<file path="src/rtl/mac_pkg.sv">
package mac_pkg;

  // ----------------------------------------------------------------
  // commands on the link
  // ----------------------------------------------------------------
  typedef enum logic [2:0] {
    CMD_NOP = 3'h0,
    CMD_READ = 3'h1,
    CMD_WRITE = 3'h2,
    CMD_REF = 3'h3,
    CMD_MRS = 3'h4
  } mac_cmd_e;

  // ----------------------------------------------------------------
  // geometry and mode word layout
  // ----------------------------------------------------------------
  localparam int BANK_W = 3;
  localparam int BANKS = 8;
  localparam int MUX_BIT = 5;
  localparam int CFG_LSB = 0;
  localparam int BL_LSB = 3;
  localparam int MAX_BEATS = 4;
  localparam int SLOTS = 16;
  localparam int MUX_EXTRA = 1;
  localparam int RD_PIPE = 2;
  localparam int WR_PIPE = 1;
  localparam int RSP_DEPTH = 2;
  localparam int FREQ_MIN_MHZ = 32'hAF;
  localparam logic [2:0] CFG_1 = 3'h0;
  localparam logic [2:0] CFG_2 = 3'h1;
  localparam logic [2:0] CFG_3 = 3'h2;
  localparam logic [2:0] CFG_4 = 3'h3;
  localparam logic [2:0] CFG_5 = 3'h4;
  localparam logic [1:0] BL_2 = 2'h0;
  localparam logic [1:0] BL_4 = 2'h1;
  localparam logic [1:0] BL_8 = 2'h2;

  typedef logic [3:0] mac_cyc_t;

  // ----------------------------------------------------------------
  // configuration tables, latencies in multiplexed addressing
  // ----------------------------------------------------------------
  function automatic mac_cyc_t trc_of(input logic [2:0] cfg);
    case (cfg)
      CFG_2: trc_of = 4'h6;
      CFG_3: trc_of = 4'h8;
      CFG_4: trc_of = 4'h3;
      CFG_5: trc_of = 4'h5;
      default: trc_of = 4'h4;
    endcase
  endfunction : trc_of

  function automatic mac_cyc_t rl_of(input logic [2:0] cfg);
    case (cfg)
      CFG_2: rl_of = 4'h7;
      CFG_3: rl_of = 4'h9;
      CFG_4: rl_of = 4'h4;
      CFG_5: rl_of = 4'h6;
      default: rl_of = 4'h5;
    endcase
  endfunction : rl_of

  function automatic mac_cyc_t wl_of(input logic [2:0] cfg);
    case (cfg)
      CFG_2: wl_of = 4'h8;
      CFG_3: wl_of = 4'hA;
      CFG_4: wl_of = 4'h5;
      CFG_5: wl_of = 4'h7;
      default: wl_of = 4'h6;
    endcase
  endfunction : wl_of

  function automatic int fmax_of(input logic [2:0] cfg);
    case (cfg)
      CFG_2: fmax_of = 32'h190;
      CFG_3: fmax_of = 32'h215;
      CFG_4: fmax_of = 32'hC8;
      CFG_5: fmax_of = 32'h14D;
      default: fmax_of = 32'h10A;
    endcase
  endfunction : fmax_of

  // clocks per burst, two elements per clock
  function automatic logic [2:0] beats_of(input logic [1:0] bl);
    case (bl)
      BL_4: beats_of = 3'h2;
      BL_8: beats_of = 3'h4;
      default: beats_of = 3'h1;
    endcase
  endfunction : beats_of

  function automatic logic no_bl8(input logic [2:0] cfg);
    no_bl8 = (cfg == CFG_1) || (cfg == CFG_4);
  endfunction : no_bl8

endpackage : mac_pkg

</file>
<file path="src/rtl/mac_link_if.sv">
`timescale 1ns/1ps
interface mac_link_if #(
  parameter int AW = 11,
  parameter int DW = 9
);
  mac_pkg::mac_cmd_e cmd;
  logic [AW-1:0] addr;
  logic [mac_pkg::BANK_W-1:0] bank;
  logic [2*DW-1:0] wdata;
  logic wvalid;
  logic [2*DW-1:0] rdata;
  logic rvalid;

  modport dev (
    input cmd,
    input addr,
    input bank,
    input wdata,
    input wvalid,
    output rdata,
    output rvalid
  );

  modport ctl (
    output cmd,
    output addr,
    output bank,
    output wdata,
    output wvalid,
    input rdata,
    input rvalid
  );
endinterface : mac_link_if

</file>
<file path="src/rtl/mac_ctl.sv">
// Design decisions made here: the address map, the write queue and the response buffer.
`timescale 1ns/1ps
module mac_ctl #(
  parameter int AW = 11,
  parameter int DW = 9,
  parameter logic [2:0] CFG = mac_pkg::CFG_3,
  parameter logic [1:0] BL = mac_pkg::BL_4,
  parameter int CLK_MHZ = 200,
  parameter int MRSC_CYC = 6,
  parameter int WQ_DEPTH = 4
) (
  input wire logic clk,
  input wire logic rst,
  mac_link_if.ctl link,
  output logic init_done,
  input wire logic req_valid,
  output logic req_ready,
  input wire mac_pkg::mac_cmd_e req_op,
  input wire logic [2:0] req_bank,
  input wire logic [2*AW-1:0] req_addr,
  input wire logic [mac_pkg::MAX_BEATS*2*DW-1:0] req_wdata,
  output logic rsp_valid,
  input wire logic rsp_ready,
  output logic [mac_pkg::MAX_BEATS*2*DW-1:0] rsp_data
);

  // ----------------------------------------------------------------
  // parameter checks
  // ----------------------------------------------------------------
  // refuse long burst
  if (CFG > mac_pkg::CFG_5 || MRSC_CYC < 1 || MRSC_CYC > 255 ||
      WQ_DEPTH < 2 || (WQ_DEPTH & (WQ_DEPTH - 1)) != 0 ||
      AW <= mac_pkg::MUX_BIT ||
      (BL == mac_pkg::BL_8 && mac_pkg::no_bl8(CFG))) begin : g_bad_param
    $error("mac_ctl: unsupported parameter value");
  end
  if (CLK_MHZ < mac_pkg::FREQ_MIN_MHZ ||
      CLK_MHZ > mac_pkg::fmax_of(CFG)) begin : g_bad_clock
    $error("mac_ctl: clock outside configuration band");
  end

  typedef enum logic [2:0] {
    C_ENTER = 3'h0,
    C_WAIT = 3'h1,
    C_MRS = 3'h2,
    C_SEC = 3'h3,
    C_IDLE = 3'h4
  } mac_cst_e;

  localparam int BW = 2 * DW;
  localparam int QW = $clog2(WQ_DEPTH);
  localparam mac_pkg::mac_cyc_t ROW_CYCLE_TIME = mac_pkg::trc_of(CFG);
  localparam mac_pkg::mac_cyc_t WSLOT =
    mac_pkg::wl_of(CFG) - mac_pkg::mac_cyc_t'(mac_pkg::WR_PIPE);
  localparam logic [1:0] LAST = 2'(mac_pkg::beats_of(BL) - 3'h1);
  localparam logic CFG4 = (CFG == mac_pkg::CFG_4);

  mac_cst_e st_q;
  logic [7:0] wait_q;
  logic init_q;
  mac_pkg::mac_cmd_e cmd_q;
  logic [AW-1:0] addr_q;
  logic [AW-1:0] pb_q;
  logic [2:0] bank_q;
  logic [AW-1:0] mode_w;
  logic go;
  logic bank_ok;
  logic rd_room;

  logic [3:0] cnt_q [mac_pkg::BANKS];
  logic wr_q [mac_pkg::BANKS];

  logic [mac_pkg::MAX_BEATS*BW-1:0] wq_q [WQ_DEPTH];
  logic [QW-1:0] wq_wp_q;
  logic [QW-1:0] wq_rp_q;
  logic [QW:0] wq_cnt_q;
  logic ws_q [mac_pkg::SLOTS];
  logic wact_q;
  logic [1:0] wbeat_q;
  logic wcur;
  logic [1:0] wcb;
  logic wpop;
  logic wpush;
  logic [BW-1:0] wdata_q;
  logic wvalid_q;

  logic [1:0] rb_q;
  logic [mac_pkg::MAX_BEATS*BW-1:0] asm_q;
  logic [mac_pkg::MAX_BEATS*BW-1:0] asm_n;
  logic rdone;
  logic [1:0] rd_out_q;
  logic [mac_pkg::MAX_BEATS*BW-1:0] rbuf_q [mac_pkg::RSP_DEPTH];
  logic rwp_q;
  logic rrp_q;
  logic [1:0] rcnt_q;
  logic rpop;

  always_comb begin
    mode_w = '0;
    mode_w[mac_pkg::CFG_LSB +: 3] = CFG;
    mode_w[mac_pkg::BL_LSB +: 2] = BL;
    mode_w[mac_pkg::MUX_BIT] = 1'b1;
  end

  // ----------------------------------------------------------------
  // issue gating
  // ----------------------------------------------------------------
  // bank reuse
  assign bank_ok = cnt_q[req_bank] <=
    {3'h0, req_op != mac_pkg::CMD_READ && wr_q[req_bank]};
  // read credit keeps the response buffer from overflowing
  assign rd_room = ({1'b0, rd_out_q} + {1'b0, rcnt_q}) <
    3'(mac_pkg::RSP_DEPTH);
  assign req_ready = (st_q == C_IDLE) && bank_ok &&
    (req_op != mac_pkg::CMD_READ || rd_room) &&
    (req_op != mac_pkg::CMD_WRITE || wq_cnt_q < (QW+1)'(WQ_DEPTH));
  assign go = req_valid && req_ready;
  assign wpush = go && req_op == mac_pkg::CMD_WRITE;

  // ----------------------------------------------------------------
  // sequencer
  // ----------------------------------------------------------------
  always_ff @(posedge clk) begin
    if (rst) begin
      st_q <= C_ENTER;
      wait_q <= '0;
      init_q <= 1'b0;
      cmd_q <= mac_pkg::CMD_NOP;
      addr_q <= '0;
      pb_q <= '0;
      bank_q <= '0;
    end else begin
      cmd_q <= mac_pkg::CMD_NOP;
      case (st_q)
        C_ENTER: begin
          cmd_q <= mac_pkg::CMD_MRS;
          addr_q <= mode_w;
          wait_q <= 8'(MRSC_CYC - 1);
          st_q <= C_WAIT;
        end
        C_WAIT: begin
          wait_q <= wait_q - 8'h01;
          if (wait_q == 8'h00) begin
            st_q <= C_MRS;
          end
        end
        C_MRS: begin
          cmd_q <= mac_pkg::CMD_MRS;
          addr_q <= mode_w;
          pb_q <= '0;
          st_q <= C_SEC;
        end
        C_SEC: begin
          addr_q <= pb_q;
          init_q <= 1'b1;
          st_q <= C_IDLE;
        end
        C_IDLE: begin
          if (go && (req_op == mac_pkg::CMD_READ ||
              req_op == mac_pkg::CMD_WRITE ||
              req_op == mac_pkg::CMD_REF)) begin
            cmd_q <= req_op;
            addr_q <= req_addr[AW-1:0];
            pb_q <= req_addr[2*AW-1:AW];
            bank_q <= req_bank;
            st_q <= (req_op == mac_pkg::CMD_REF) ? C_IDLE : C_SEC;
          end
        end
        default: st_q <= C_ENTER;
      endcase
    end
  end

  assign link.cmd = cmd_q;
  assign link.addr = addr_q;
  assign link.bank = bank_q;
  assign init_done = init_q;

  always_ff @(posedge clk) begin
    for (int b = 0; b < mac_pkg::BANKS; b++) begin
      if (rst) begin
        cnt_q[b] <= '0;
        wr_q[b] <= 1'b0;
      end else if (go && st_q == C_IDLE && req_bank == 3'(b) &&
          req_op != mac_pkg::CMD_NOP && req_op != mac_pkg::CMD_MRS) begin
        cnt_q[b] <= ROW_CYCLE_TIME - 4'h1 +
          {3'h0, CFG4 && req_op == mac_pkg::CMD_WRITE};
        wr_q[b] <= CFG4 && req_op == mac_pkg::CMD_WRITE;
      end else if (cnt_q[b] != 4'h0) begin
        cnt_q[b] <= cnt_q[b] - 4'h1;
      end
    end
  end

  // ----------------------------------------------------------------
  // write data path
  // ----------------------------------------------------------------
  assign wcur = ws_q[0] || wact_q;
  assign wcb = ws_q[0] ? 2'h0 : wbeat_q;
  assign wpop = wcur && wcb == LAST;

  always_ff @(posedge clk) begin
    if (rst) begin
      for (int i = 0; i < mac_pkg::SLOTS; i++) begin
        ws_q[i] <= 1'b0;
      end
    end else begin
      for (int i = 0; i < mac_pkg::SLOTS - 1; i++) begin
        ws_q[i] <= ws_q[i+1];
      end
      ws_q[mac_pkg::SLOTS-1] <= 1'b0;
      if (wpush) begin
        ws_q[WSLOT] <= 1'b1;
      end
    end
  end

  always_ff @(posedge clk) begin
    if (wpush) begin
      wq_q[wq_wp_q] <= req_wdata;
    end
  end

  always_ff @(posedge clk) begin
    if (rst) begin
      wq_wp_q <= '0;
      wq_rp_q <= '0;
      wq_cnt_q <= '0;
      wact_q <= 1'b0;
      wbeat_q <= '0;
      wdata_q <= '0;
      wvalid_q <= 1'b0;
    end else begin
      wq_wp_q <= wq_wp_q + QW'(wpush);
      wq_rp_q <= wq_rp_q + QW'(wpop);
      wq_cnt_q <= wq_cnt_q + (QW+1)'(wpush) - (QW+1)'(wpop);
      wact_q <= wcur && wcb != LAST;
      wbeat_q <= wcb + 2'h1;
      wvalid_q <= wcur;
      wdata_q <= wcur ? wq_q[wq_rp_q][wcb*BW +: BW] : '0;
    end
  end

  assign link.wdata = wdata_q;
  assign link.wvalid = wvalid_q;

  // ----------------------------------------------------------------
  // read data path and response buffer
  // ----------------------------------------------------------------
  always_comb begin
    asm_n = asm_q;
    asm_n[rb_q*BW +: BW] = link.rdata;
  end

  assign rdone = link.rvalid && rb_q == LAST;
  assign rpop = rsp_valid && rsp_ready;

  always_ff @(posedge clk) begin
    if (rst) begin
      rb_q <= '0;
      asm_q <= '0;
      rd_out_q <= '0;
    end else begin
      if (link.rvalid) begin
        asm_q <= asm_n;
        rb_q <= rdone ? 2'h0 : rb_q + 2'h1;
      end
      rd_out_q <= rd_out_q + 2'(go && req_op == mac_pkg::CMD_READ) -
        2'(rdone);
    end
  end

  always_ff @(posedge clk) begin
    if (rst) begin
      rwp_q <= 1'b0;
      rrp_q <= 1'b0;
      rcnt_q <= '0;
      for (int i = 0; i < mac_pkg::RSP_DEPTH; i++) begin
        rbuf_q[i] <= '0;
      end
    end else begin
      if (rdone) begin
        rbuf_q[rwp_q] <= asm_n;
      end
      rwp_q <= rwp_q ^ rdone;
      rrp_q <= rrp_q ^ rpop;
      rcnt_q <= rcnt_q + 2'(rdone) - 2'(rpop);
    end
  end

  assign rsp_valid = rcnt_q != 2'h0;
  assign rsp_data = rbuf_q[rrp_q];

endmodule : mac_ctl

</file>
<file path="src/flat_wrapper.sv">
// flat-port wrapper written by rule: the top's interface ports become plain ports
module mac_ctl_flat 
#(
  parameter int AW = 11,
  parameter int DW = 9,
  parameter logic [2:0] CFG = mac_pkg::CFG_3,
  parameter logic [1:0] BL = mac_pkg::BL_4,
  parameter int CLK_MHZ = 200,
  parameter int MRSC_CYC = 6,
  parameter int WQ_DEPTH = 4
)
  (clk, rst, init_done, req_valid, req_ready, req_op, req_bank, req_addr, req_wdata, rsp_valid, rsp_ready, rsp_data, link_cmd, link_addr, link_bank, link_wdata, link_wvalid, link_rdata, link_rvalid);
  mac_link_if #(.AW(AW), .DW(DW)) link_i ();
  input wire logic clk;
  input wire logic rst;
  output logic init_done;
  input wire logic req_valid;
  output logic req_ready;
  input wire mac_pkg::mac_cmd_e req_op;
  input wire logic [2:0] req_bank;
  input wire logic [2*AW-1:0] req_addr;
  input wire logic [mac_pkg::MAX_BEATS*2*DW-1:0] req_wdata;
  output logic rsp_valid;
  input wire logic rsp_ready;
  output logic [mac_pkg::MAX_BEATS*2*DW-1:0] rsp_data;
  output wire logic [$bits(link_i.cmd)-1:0] link_cmd;
  output wire logic [$bits(link_i.addr)-1:0] link_addr;
  output wire logic [$bits(link_i.bank)-1:0] link_bank;
  output wire logic [$bits(link_i.wdata)-1:0] link_wdata;
  output wire logic [$bits(link_i.wvalid)-1:0] link_wvalid;
  input wire logic [$bits(link_i.rdata)-1:0] link_rdata;
  input wire logic [$bits(link_i.rvalid)-1:0] link_rvalid;
  assign link_cmd = link_i.cmd;
  assign link_addr = link_i.addr;
  assign link_bank = link_i.bank;
  assign link_wdata = link_i.wdata;
  assign link_wvalid = link_i.wvalid;
  assign link_i.rdata = link_rdata;
  assign link_i.rvalid = link_rvalid;
  mac_ctl #(.AW(AW), .DW(DW), .CFG(CFG), .BL(BL), .CLK_MHZ(CLK_MHZ), .MRSC_CYC(MRSC_CYC), .WQ_DEPTH(WQ_DEPTH)) u_core (.clk(clk), .rst(rst), .link(link_i), .init_done(init_done), .req_valid(req_valid), .req_ready(req_ready), .req_op(req_op), .req_bank(req_bank), .req_addr(req_addr), .req_wdata(req_wdata), .rsp_valid(rsp_valid), .rsp_ready(rsp_ready), .rsp_data(rsp_data));
endmodule
</file>
<file path="config.mk">
export PLATFORM = sky130hd
export DESIGN_NAME = mac_ctl_flat
export DESIGN_NICKNAME = d
export VERILOG_FILES = /design/src/rtl/mac_pkg.sv /design/src/rtl/mac_link_if.sv /design/src/rtl/mac_ctl.sv /design/src/flat_wrapper.sv
export SDC_FILE = /design/constraint.sdc
export NUM_CORES = 1
export LEC_CHECK = 0
export ABC_AREA = 1
export CORE_ASPECT_RATIO = 1.5
export CORE_MARGIN = 4
export CORE_UTILIZATION = 35
export DETAILED_ROUTE_END_ITERATION = 8
export DONT_BUFFER_PORTS = 1
export PLACE_DENSITY_LB_ADDON = 0.05
export SYNTH_ARGS = -nofsm -noshare
export SYNTH_HDL_FRONTEND = slang
export SYNTH_SLANG_ARGS = --single-unit
</file>
<file path="constraint.sdc">
create_clock -name clk -period 17.65 [get_ports clk]
set_input_delay 0.8825 -clock clk [delete_from_list [all_inputs] [get_ports clk]]
set_output_delay 0.8825 -clock clk [all_outputs]
set_load 0.1 [all_outputs]
</file>
# Yosys cells after proc, flatten, opt, wreduce, memory -nomap -nowiden
# Memories as Yosys holds them, arrays and structs flattened. A register that Yosys moved wholly into a read port is not among the register bits.
# Index checks and enable logic that the tools add are counted.
# word_totals
ff_bits	149
ramBits	480
out_inout_bits	111
elab_cells	294
n_memories	4
# op_classes
n_addsub	21
n_mul	2
n_lt_le_gt_ge	3
n_eq_ne	22
n_shift	3
n_mux	118
bitwise	36
n_reduce_logical	65
# memory_table
memory	depth	width	rd	rd_ports_with_merged_regs	write_ports	line	source
u_core.wq_q	4	72	1	1	1	mac_ctl.sv:73	logic [mac_pkg::MAX_BEATS*BW-1:0] wq_q [WQ_DEPTH];
u_core.rbuf_q	2	72	1	1	2	mac_ctl.sv:92	logic [mac_pkg::MAX_BEATS*BW-1:0] rbuf_q [mac_pkg::RSP_DEPTH];
u_core.cnt_q	8	4	9	0	8	mac_ctl.sv:70	logic [3:0] cnt_q [mac_pkg::BANKS];
u_core.ws_q	16	1	16	0	16	mac_ctl.sv:77	logic ws_q [mac_pkg::SLOTS];
# op_table
op	n
1-bit 2-to-1 mux	86
72-bit bitwise mux	1
72-bit 2-to-1 mux	1
72-bit OR reduction	1
18-bit by 34-bit variable shift with 72-bit output (first input constant)	1
18-bit by 34-bit indexed part select with 72-bit output	1
72-bit by 8-bit indexed part select with 18-bit output	1
4-bit 2-to-1 mux	16
1-bit logical AND	36
7-bit negation with 34-bit output	1
1-bit OR	33
11-bit case mux with 3 select lines	1
4-bit nonzero test	8
4-bit by 1-bit subtractor with 4-bit output (second input constant)	8
11-bit 2-to-1 mux	2
11-bit case mux with 2 select lines	1
3-bit by 2-bit equality test with 1-bit output (second input constant)	6
8-bit case mux with 2 select lines	1
3-bit equality test (second input constant)	5
3-bit case mux with 5 select lines	1
2-bit by 4-bit multiplier with 6-bit output (second input constant)	2
3-bit 2-to-1 mux	4
3-bit by 1-bit equality test with 1-bit output (second input constant)	3
2-bit by 1-bit adder with 2-bit output	4
27 further kinds	46

# Longest topological paths before layout
# Gate-level depths: netlist of the first run.
# depth
depth_word	16
depth_mapped	17
mapped_depth_nobuf	14

# Least setup slack after synthesis of the first run
# Ideal clock, no wire load.
# synth_path
path_type	input to register
startpoint	in req_bank[1]
endpoint	mem u_core.wq_q[0][0] (netlist bit) (enable)
setup_time_ps	591
arrival_time_ps	6708
setup_slack_ps	10350
stages	11
path_buffers	0
path_cell_list	nand2_1 inv_1 nand2_1 nand2_1 nor2_1 nand3_1 nand2_1 nand3_2 nor2_1 inv_1 nor3_1
# synth_via
elab_chain_cells	9
# synth_rtl
element	line	source
start: declaration	flat_wrapper.sv:20	input wire logic [2:0] req_bank;
memory 8 x 4 bit	n/a	
4-bit by 1-bit <= comparator with 1-bit output	mac_ctl.sv:109	assign bank_ok = cnt_q[req_bank] <=
1-bit logical AND (2 in a row)	mac_ctl.sv:114	assign req_ready = (st_q == C_IDLE) && bank_ok &&
1-bit logical AND	mac_ctl.sv:115	(req_op != mac_pkg::CMD_READ || rd_room) &&
1-bit logical AND	mac_ctl.sv:117	assign go = req_valid && req_ready;
1-bit logical AND	mac_ctl.sv:118	assign wpush = go && req_op == mac_pkg::CMD_WRITE;
net u_core.wpush	mac_ctl.sv:83	logic wpush;
1-bit 2-to-1 mux	mac_ctl.sv:219	if (wpush) begin
1-bit 2-to-1 mux (implied by the code)	mac_ctl.sv:220	wq_q[wq_wp_q] <= req_wdata;
end: declaration	mac_ctl.sv:73	
# The timed path passes the listed nets, and every way through them passes these cells.

==> impl_summary.txt, run 1 <==
----------------------------------------------------
[Clock tree]
  Maximum buffer depth of the clock tree ... 3
  CTS hold repair buffers ... 0
  Number of CTS-inserted buffers ... 66
  Setup Fix Bufs, Post-CTS ... 0
  Post-CTS Resized ... 0
  Num Clock Sinks ... 623
  Max H-tree Level ... 3
  CTS tree ... built
  Master cell of the clock root buffer ... clkbuf_16
  Source-to-sink clock delay at the later pin of the worst-skew pair ... 0.62 ns
  Clock input transition at the sequential cells of the worst setup and hold paths ... 0.06 ns

[Finish]
  Final nets ... 2805
  Area Growth Syn to Fin ... 11.3%
  Proportion of layout cells with a drive suffix above 1 ... 0.0691
  Commonest cells after routing, fill and taps aside ... edfxtp_1 (464), nand2_1 (438), nor2_1 (413), o21ai_0 (276), inv_1 (240)
  End-of-flow core utilization ... 0.393
  Commonest non-fill, non-tap cell in the layout ... edfxtp_1

[Critical path]
  Top delay family on crit path ... buffers and inverters
  Number of buffers and inverters on the critical path ... 3
  Arrival time reported for the critical path endpoint ... 4.54 ns
  CP max FO ... 45
  Setup crit start ... u_core.rb_q[0]
  Cell with the largest stage delay on the worst path ... clkinv_1
  Start of the worst register-to-register path ... u_core.rb_q[0]
  Critical path, cell by cell ... buf_4 -> ha_1 -> clkinv_1 -> nor2_1 -> nand2_1 -> inv_1 -> nand2_1 -> o2111ai_1 -> o21ai_0 -> nor2_1
  Data required time of the critical path ... 18.04 ns
  Startpoint-to-endpoint class of the critical path ... reg2reg
  Maximum single-stage delay on the critical path ... 0.89 ns
  Endpoint class of the critical path ... flop
  Crit path launch type ... flop

[Yosys]
  Post-Synthesis Net Count ... 2867
  Register bit count reported by yosys ... 623
  Number of enable-type register cells in the synthesized netlist ... 464
  Share of synthesized area occupied by flip-flops and latches ... 0.635
  Number of instances in the synthesized netlist ... 2718
  Ranking of synthesized cells by area ... edfxtp_1 (52%), dfxtp_1 (12%), nand2_1 (6.1%), nor2_1 (5.8%), o21ai_0 (5.1%)
  Share of Yosys cell area claimed by the top area cell type ... 0.517
  Summed instance area of the synthesized netlist ... 26900 µm²
  Cell type with the largest total area after synthesis ... edfxtp_1
  Count of synthesis-stage warnings from yosys ... 0
  Number of unique standard cell types used by synthesis ... 49
  Most frequently used flop master after synthesis ... edfxtp_1
  Asr flop ratio synth ... 0
  Mean Syn Cell Area ... 9.91 µm²

[Power]
  Clock network power share ... 0.344
  Sequential share of power ... 0.441
  Comb power frac ... 0.216
  Switching power ... 1.37 mW
  Worst-case vdd ir drop ... 74.9 µV
  Internal Dissipation ... 2.64 mW
  PD cells ... 134 nW/µm²
  Sw frac ... 0.341
  Leakage power of the design ... 11.1 nW

[Global route]
  Number of global-route vias before repair ... 18600
  Global-route wire length before repair ... 117000 µm
  Total grt overflow ... 0
  Global routing usage summed across all routing layers ... 0.189
  Maximum number of pins on one net before global-route repair ... 109
  Initial antenna violation count ... 9

[Floorplanning]
  Height of the die ... 348 µm
  Core ar. ... 76300 µm²
  Die Outline Area ... 81600 µm²
  Horiz. Die Dim ... 235 µm
  Effective utilization at floorplan ... 0.353
  Number of cell rows ... 124
  Number of top-level pins ... 234

[STA]
  Part of the cycle the worst path needs ... 0.235
  Smallest hold slack ... 0.355 ns
  Hold violation total from the final report ... 0
  Worst-margin pin slew ... 1.15 ns
  Endpoints failing setup ... 0
  RSZ-0062 raised after global routing ... no
  Shortest period the worst path allows ... 4.14 ns
  Setup_tns ... 0 ns
  Number of slew-limit violations in the final report ... 0
  Maximum clock frequency ... 0.242 GHz
  Worst-case clock skew ... 0.0217 ns
  Worst slew slack as a fraction of its limit ... 0.230

[Worst hold path]
  Worst hold-check path type ... in2reg
  Launch instance of the worst min-delay path ... req_wdata[0]

[Place]
  Detailed placement HPWL ... 51600 µm
  Number of buffers inserted by port buffering ... 0
  Final weighted congestion in routability-driven placement ... 0.872

[Drt]
  Ratio of routed vias to standard cells ... 5.08
  DRT antenna net count ... 0
  Total wire length ... 78900 µm
  Iteration-0 DRC Markers ... 1130
  Total vias in the final route ... 18900
  Post-route DRC violation count ... 0
  Detail-routed net length per standard cell ... 21.2 µm
  Count of TritonRoute iterations in the first routing pass ... 6

[Job]
  # Max-Cap Violations ... 0

[Outcome]
  Result of the run ... completed

----------------------------------------------------
## sequential cells by signal, summed over array words and instances, names as in the netlist, 8 cells and up
signal and count:
u_core.rbuf_q 144, u_core.ws_q 10, u_core.wq_q 288, u_core.wait_q 8
u_core.pb_q 11, u_core.cnt_q 32, u_core.link.wdata 18, u_core.asm_q 72
u_core.link.addr 11
## cell type report
class	instances	area (µm²)
fillers	7543	46300
flip-flops and latches	623	17100
multi-input cells	1676	8250
clock buffers	91	1810
well taps	1008	1260
inverters	256	966
clock inverters	28	315
repair buffers	33	248
diodes	6	15.0
## power by group through the flow
| stage | combinational (mW) | clock [mW] | sequential (mW) |
|---|---|---|---|
| finish | 0.863 | 1.38 | 1.76 |
| global route | 0.939 | 1.48 | 1.77 |
| CTS | 0.878 | 1.43 | 1.76 |
| detailed placement | 0.875 | 0 | 1.80 |
| global placement | 0.865 | 0 | 1.79 |
| floorplan | 0.705 | 0 | 1.78 |
## per-layer routing
layer / GRT usage / wire length (µm)
met1: 0.207 / 29300
met2: 0.342 / 41000
met3: 0.0575 / 6210
met4: 0.0668 / 2350
met5: 0 / 50
## cell families (layout without fill, tap and decap cells)
| family | Yosys count | after routing | share of synthesized area |
|---|---|---|---|
| simple gates | 987 | 987 | 0.148 |
| compound gates | 644 | 644 | 0.137 |
| flops | 623 | 623 | 0.635 |
| buf+inv | 419 | 408 | 0.0605 |
| fa+ha+maj | 26 | 26 | 0.0126 |
| xor+xnor | 17 | 17 | 0.00553 |
| mux | 2 | 2 | 0.000743 |
| other cells | 0 | 6 | 0 |
## cells in the mapped netlist, types with 3 or more instances
cell type / instances
a211oi_1: 4
a21oi_1: 156
a21oi_2: 5
a22o_1: 8
a22oi_1: 4
buf_1: 11
buf_2: 25
buf_4: 3
clkbuf_1: 122
clkinv_1: 6
dfxtp_1: 159
edfxtp_1: 464
ha_1: 24
inv_1: 243
inv_2: 7
nand2_1: 441
nand3_1: 68
nand3_2: 7
nand4_1: 21
nor2_1: 414
nor2_2: 4
nor3_1: 16
o211ai_1: 45
o21a_1: 7
o21ai_0: 276
o21ai_1: 20
o21ai_2: 4
o221ai_1: 39
o22ai_1: 66
or2_2: 7
xnor2_1: 6
xor2_1: 11
## stage by stage
step / power [mW] / std cells / cell area, µm² / setup slack, ns
after floorplan: 2.48 / 2718 / 26900 / 10.35
after global placement: 2.66 / 3596 / 27900 / 13.31
after detailed placement: 2.67 / 3596 / 27900 / 13.39
after CTS: 4.07 / 3715 / 30000 / 13.36
after global routing: 4.20 / 3715 / 30000 / 13.08
final: 4.00 / 3721 / 30000 / 13.51
## final timing paths
kind,to,cells past startpoint,slack (ns)
worst max-delay path,u_core.rbuf_q[0][7],10,13.51
worst min-delay path,u_core.wq_q[2][0],0,0.35
worst max register to register,u_core.rbuf_q[0][7],10,13.51
worst min register to register,u_core.ws_q[1][0],2,0.39
Power figures use the tool's default switching activity.
==> run 2, diff against run 1 <==
- ABC_AREA: 1 -> 0
- clock period: 17.65 -> 3.72 ns (I/O delays scaled with it)
==> impl_summary.txt, run 2 <==
----------------------------------------------------
[Yosys]
  Share of synthesized area occupied by flip-flops and latches ... 0.645 (+0.00953)
  Most frequently used flop master after synthesis ... edfxtp_1
  Share of Yosys cell area claimed by the top area cell type ... 0.525 (+0.00775)
  Summed instance area of the synthesized netlist ... 26500 µm² (-1.5%)
  Most instantiated cells after synthesis ... edfxtp_1 (464), nor2_1 (279), dfxtp_1 (159), mux2_2 (106), mux4_2 (98)
  Number of unique standard cell types used by synthesis ... 77 (+57%)
  Cell type with the largest total area after synthesis ... edfxtp_1
  Asr flop ratio synth ... 0 (unchanged)
  Most frequent cell after synthesis ... edfxtp_1
  Number of enable-type register cells in the synthesized netlist ... 464 (unchanged)
  Mean Syn Cell Area ... 14.2 µm² (+43%)
  Number of instances in the synthesized netlist ... 1870 (-31%)
  Post-Synthesis Net Count ... 2019 (-30%)
  Register bit count reported by yosys ... 623 (unchanged)
  Count of synthesis-stage warnings from yosys ... 0 (unchanged)
  Ranking of synthesized cells by area ... edfxtp_1 (53%), dfxtp_1 (12%), mux4_2 (8.3%), mux2_2 (4.5%), nor2_1 (3.9%)

[Finish]
  Commonest non-fill, non-tap cell in the layout ... edfxtp_1
  Register name with the most flops ... u_core.wq_q
  Max reg flops ... 288 (unchanged)
  Final nets ... 2138 (-24%)
  Fill cell instance count of the final layout ... 6983 (-7.4%)
  Proportion of layout cells with a drive suffix above 1 ... 0.211 (+0.142)
  Commonest cells after routing, fill and taps aside ... edfxtp_1 (464), nor2_1 (278), dfxtp_1 (156), dlygate4sd3_1 (113), mux2_2 (106)
  End-of-flow core utilization ... 0.417 (+0.0243)
  Area Growth Syn to Fin ... 18.0%
  Largest registers ... u_core.wq_q: 288 flops, u_core.rbuf_q: 144 flops, u_core.asm_q: 72 flops

[Drt]
  Post-route DRC violation count ... 0 (unchanged)
  Count of TritonRoute iterations in the first routing pass ... 5 (-1)
  Total wire length ... 74300 µm (-5.8%)
  Iteration-0 DRC Markers ... 894 (-21%)
  Ratio of routed vias to standard cells ... 5.21 (+2.5%)
  Total vias in the final route ... 15900 (-16%)
  DRT antenna net count ... 0 (unchanged)
  Detail-routed net length per standard cell ... 24.4 µm (+15%)

[Power]
  PnR Total Power ... 19.2 mW (+380%)
  Internal Dissipation ... 12.8 mW (+380%)
  Comb power frac ... 0.218 (+0.002)
  Sequential share of power ... 0.448 (+0.007)
  PD cells ... 612 nW/µm² (+360%)
  Sw frac ... 0.333 (-0.00838)
  Worst-case vdd ir drop ... 390 µV (+420%)
  Clock network power share ... 0.335 (-0.009)
  Leakage power of the design ... 10.3 nW (-6.8%)
  Switching power ... 6.38 mW (+370%)

[Critical path]
  Startpoint-to-endpoint class of the critical path ... reg2out
  Data required time of the critical path ... 3.53 ns (-14.51 ns)
  CP max FO ... 17 (-62%)
  Arrival time reported for the critical path endpoint ... 3.40 ns (-1.14 ns)
  Endpoint class of the critical path ... output pin
  Crit path launch type ... flop

[Place]
  Number of buffers inserted by port buffering ... 0 (unchanged)
  Setup slack at placement ... 0.463 ns (-12.92 ns)
  Final weighted congestion in routability-driven placement ... 0.860 (-1.4%)
  Detailed placement HPWL ... 50400 µm (-2.3%)

[STA]
  Part of the cycle the worst path needs ... 0.963
  Setup_tns ... 0 ns (unchanged)
  Smallest hold slack ... 0.0477 ns (-0.307 ns)
  Worst-margin pin slew ... 1.16 ns (+0.00226 ns)
  Worst slew slack as a fraction of its limit ... 0.229 (-0.00151)
  Endpoints failing setup ... 0 (unchanged)
  Hold violation total from the final report ... 0 (unchanged)
  Worst-case clock skew ... 0.0169 ns (-0.00483 ns)
  Shortest period the worst path allows ... 3.58 ns
  PnR worst setup slack ... 0.136 ns (-13.37 ns)
  Number of slew-limit violations in the final report ... 0 (unchanged)
  RSZ-0062 raised after global routing ... no
  Maximum clock frequency ... 0.279 GHz

[Worst hold path]
  Worst hold-check path type ... in2reg

[Global route]
  Maximum number of pins on one net before global-route repair ... 164 (+50%)
  Initial antenna violation count ... 8 (-1)
  Global routing usage summed across all routing layers ... 0.182 (-0.00667)
  Total grt overflow ... 0 (unchanged)
  Global-route wire length before repair ... 110000 µm (-5.9%)
  Number of global-route vias before repair ... 16700 (-10%)

[Clock tree]
  Master cell of the clock root buffer ... clkbuf_16
  Number of CTS-inserted buffers ... 61 (-7.6%)
  Clock input transition at the sequential cells of the worst setup and hold paths ... 0.07 ns (about the same)
  Max H-tree Level ... 2 (-1)
  CTS tree ... built
  Num Clock Sinks ... 623 (unchanged)
  Source-to-sink clock delay at the later pin of the worst-skew pair ... 0.64 ns (+0.02 ns)
  Maximum buffer depth of the clock tree ... 3 (unchanged)
  Post-CTS Resized ... 0 (unchanged)

[Floorplanning]
  Die Outline Area ... 80400 µm² (-1.4%)
  Number of cell rows ... 123 (-0.81%)
  Height of the die ... 345 µm (-0.72%)
  Number of top-level pins ... 234 (unchanged)
  Core ar. ... 75100 µm² (-1.6%)
  Effective utilization at floorplan ... 0.353 (+0.000487)
  Horiz. Die Dim ... 233 µm (-0.72%)

[Outcome]
  Result of the run ... completed

[Job]
  # Max-Cap Violations ... 0 (unchanged)

----------------------------------------------------
[run 2: cell count changes in the layout (fill, tap and decap cells not counted), sizes merged, moves of 98 or more]
cell	delta
inv	-209
o21ai	-279
mux4	+98
nor2	-139
a21oi	-133
nand2	-377
mux2	+108
dlygate4sd3	+113
[run 2: timing repair]
item,4_1_cts,5_1_grt
setup buffers,0,0
hold endpoints to repair,492,0
hold buffers,115,0
[run 2: power by group through the flow]
stage	Clock, mW	Combinational (mW)	Sequential [mW]
6_report	6.42	4.17	8.58
5_1_grt	6.90	4.44	8.64
4_1_cts	6.65	4.23	8.59
3_5_place_dp	0	4.02	8.74
3_3_place_gp	0	3.98	8.71
2_1_floorplan	0	3.37	8.61
[run 2: cell type report]
| cell class | count | area, µm² | area share |
|---|---|---|---|
| Antenna cell | 7 | 17.5 | 0.000559 |
| Clock buffer | 78 | 1630 | 0.0520 |
| Clock inverter | 37 | 449 | 0.0143 |
| Inverter | 45 | 169 | 0.00539 |
| Multi-Input combinational cell | 1079 | 8810 | 0.281 |
| Sequential cell | 623 | 17100 | 0.547 |
| Tap cell | 1000 | 1250 | 0.0399 |
| Timing Repair Buffer | 179 | 1870 | 0.0597 |
[run 2: worst paths after layout]
check | from | end | slack (ns) | cells past startpoint
worst min-delay path | link_rdata[1] | u_core.asm_q[3] | 0.05 | 4
worst min register to register | u_core.ws_q[1][0] | u_core.ws_q[0][7] | 0.44 | 1
worst max register to register | u_core.cnt_q[6][2] | u_core.pb_q[0] | 0.22 | 7
worst max-delay path | u_core.cnt_q[6][2] | req_ready | 0.14 | 5
[run 2: logic make-up (layout without fill, tap and decap cells)]
logic type / after synthesis / count (layout) / synth area share
compound gates: 263 / 263 / 0.0766
fa+ha+maj: 26 / 26 / 0.0128
simple gates: 551 / 551 / 0.0983
xor+xnor: 12 / 12 / 0.00396
mux: 227 / 227 / 0.137
other cells: 0 / 7 / 0
flops: 623 / 623 / 0.645
buf+inv: 168 / 339 / 0.0262
[run 2: layer usage]
layer  routed length (µm)  part of all wire  track usage
met5                    0                 0            0
met2                40700              0.55        0.340
met4                 2730             0.037       0.0648
met3                 3430             0.046       0.0351
met1                27500              0.37        0.204
[run 2: worst max-delay path, cell delays in order, from the launching register on]
cell and delay [ns]:
edfxtp_1 0.45, or4_1 0.61, a222oi_1 0.64, a22o_2 0.52, and2_1 0.21, buf_4 0.31
[run 2: stage by stage]
stage	std cells	cell area [µm²]
final	3048	31300
after global routing	3048	31300
after CTS	3041	31300
after detailed placement	2811	28100
after global placement	2811	28100
after floorplan	1870	26600
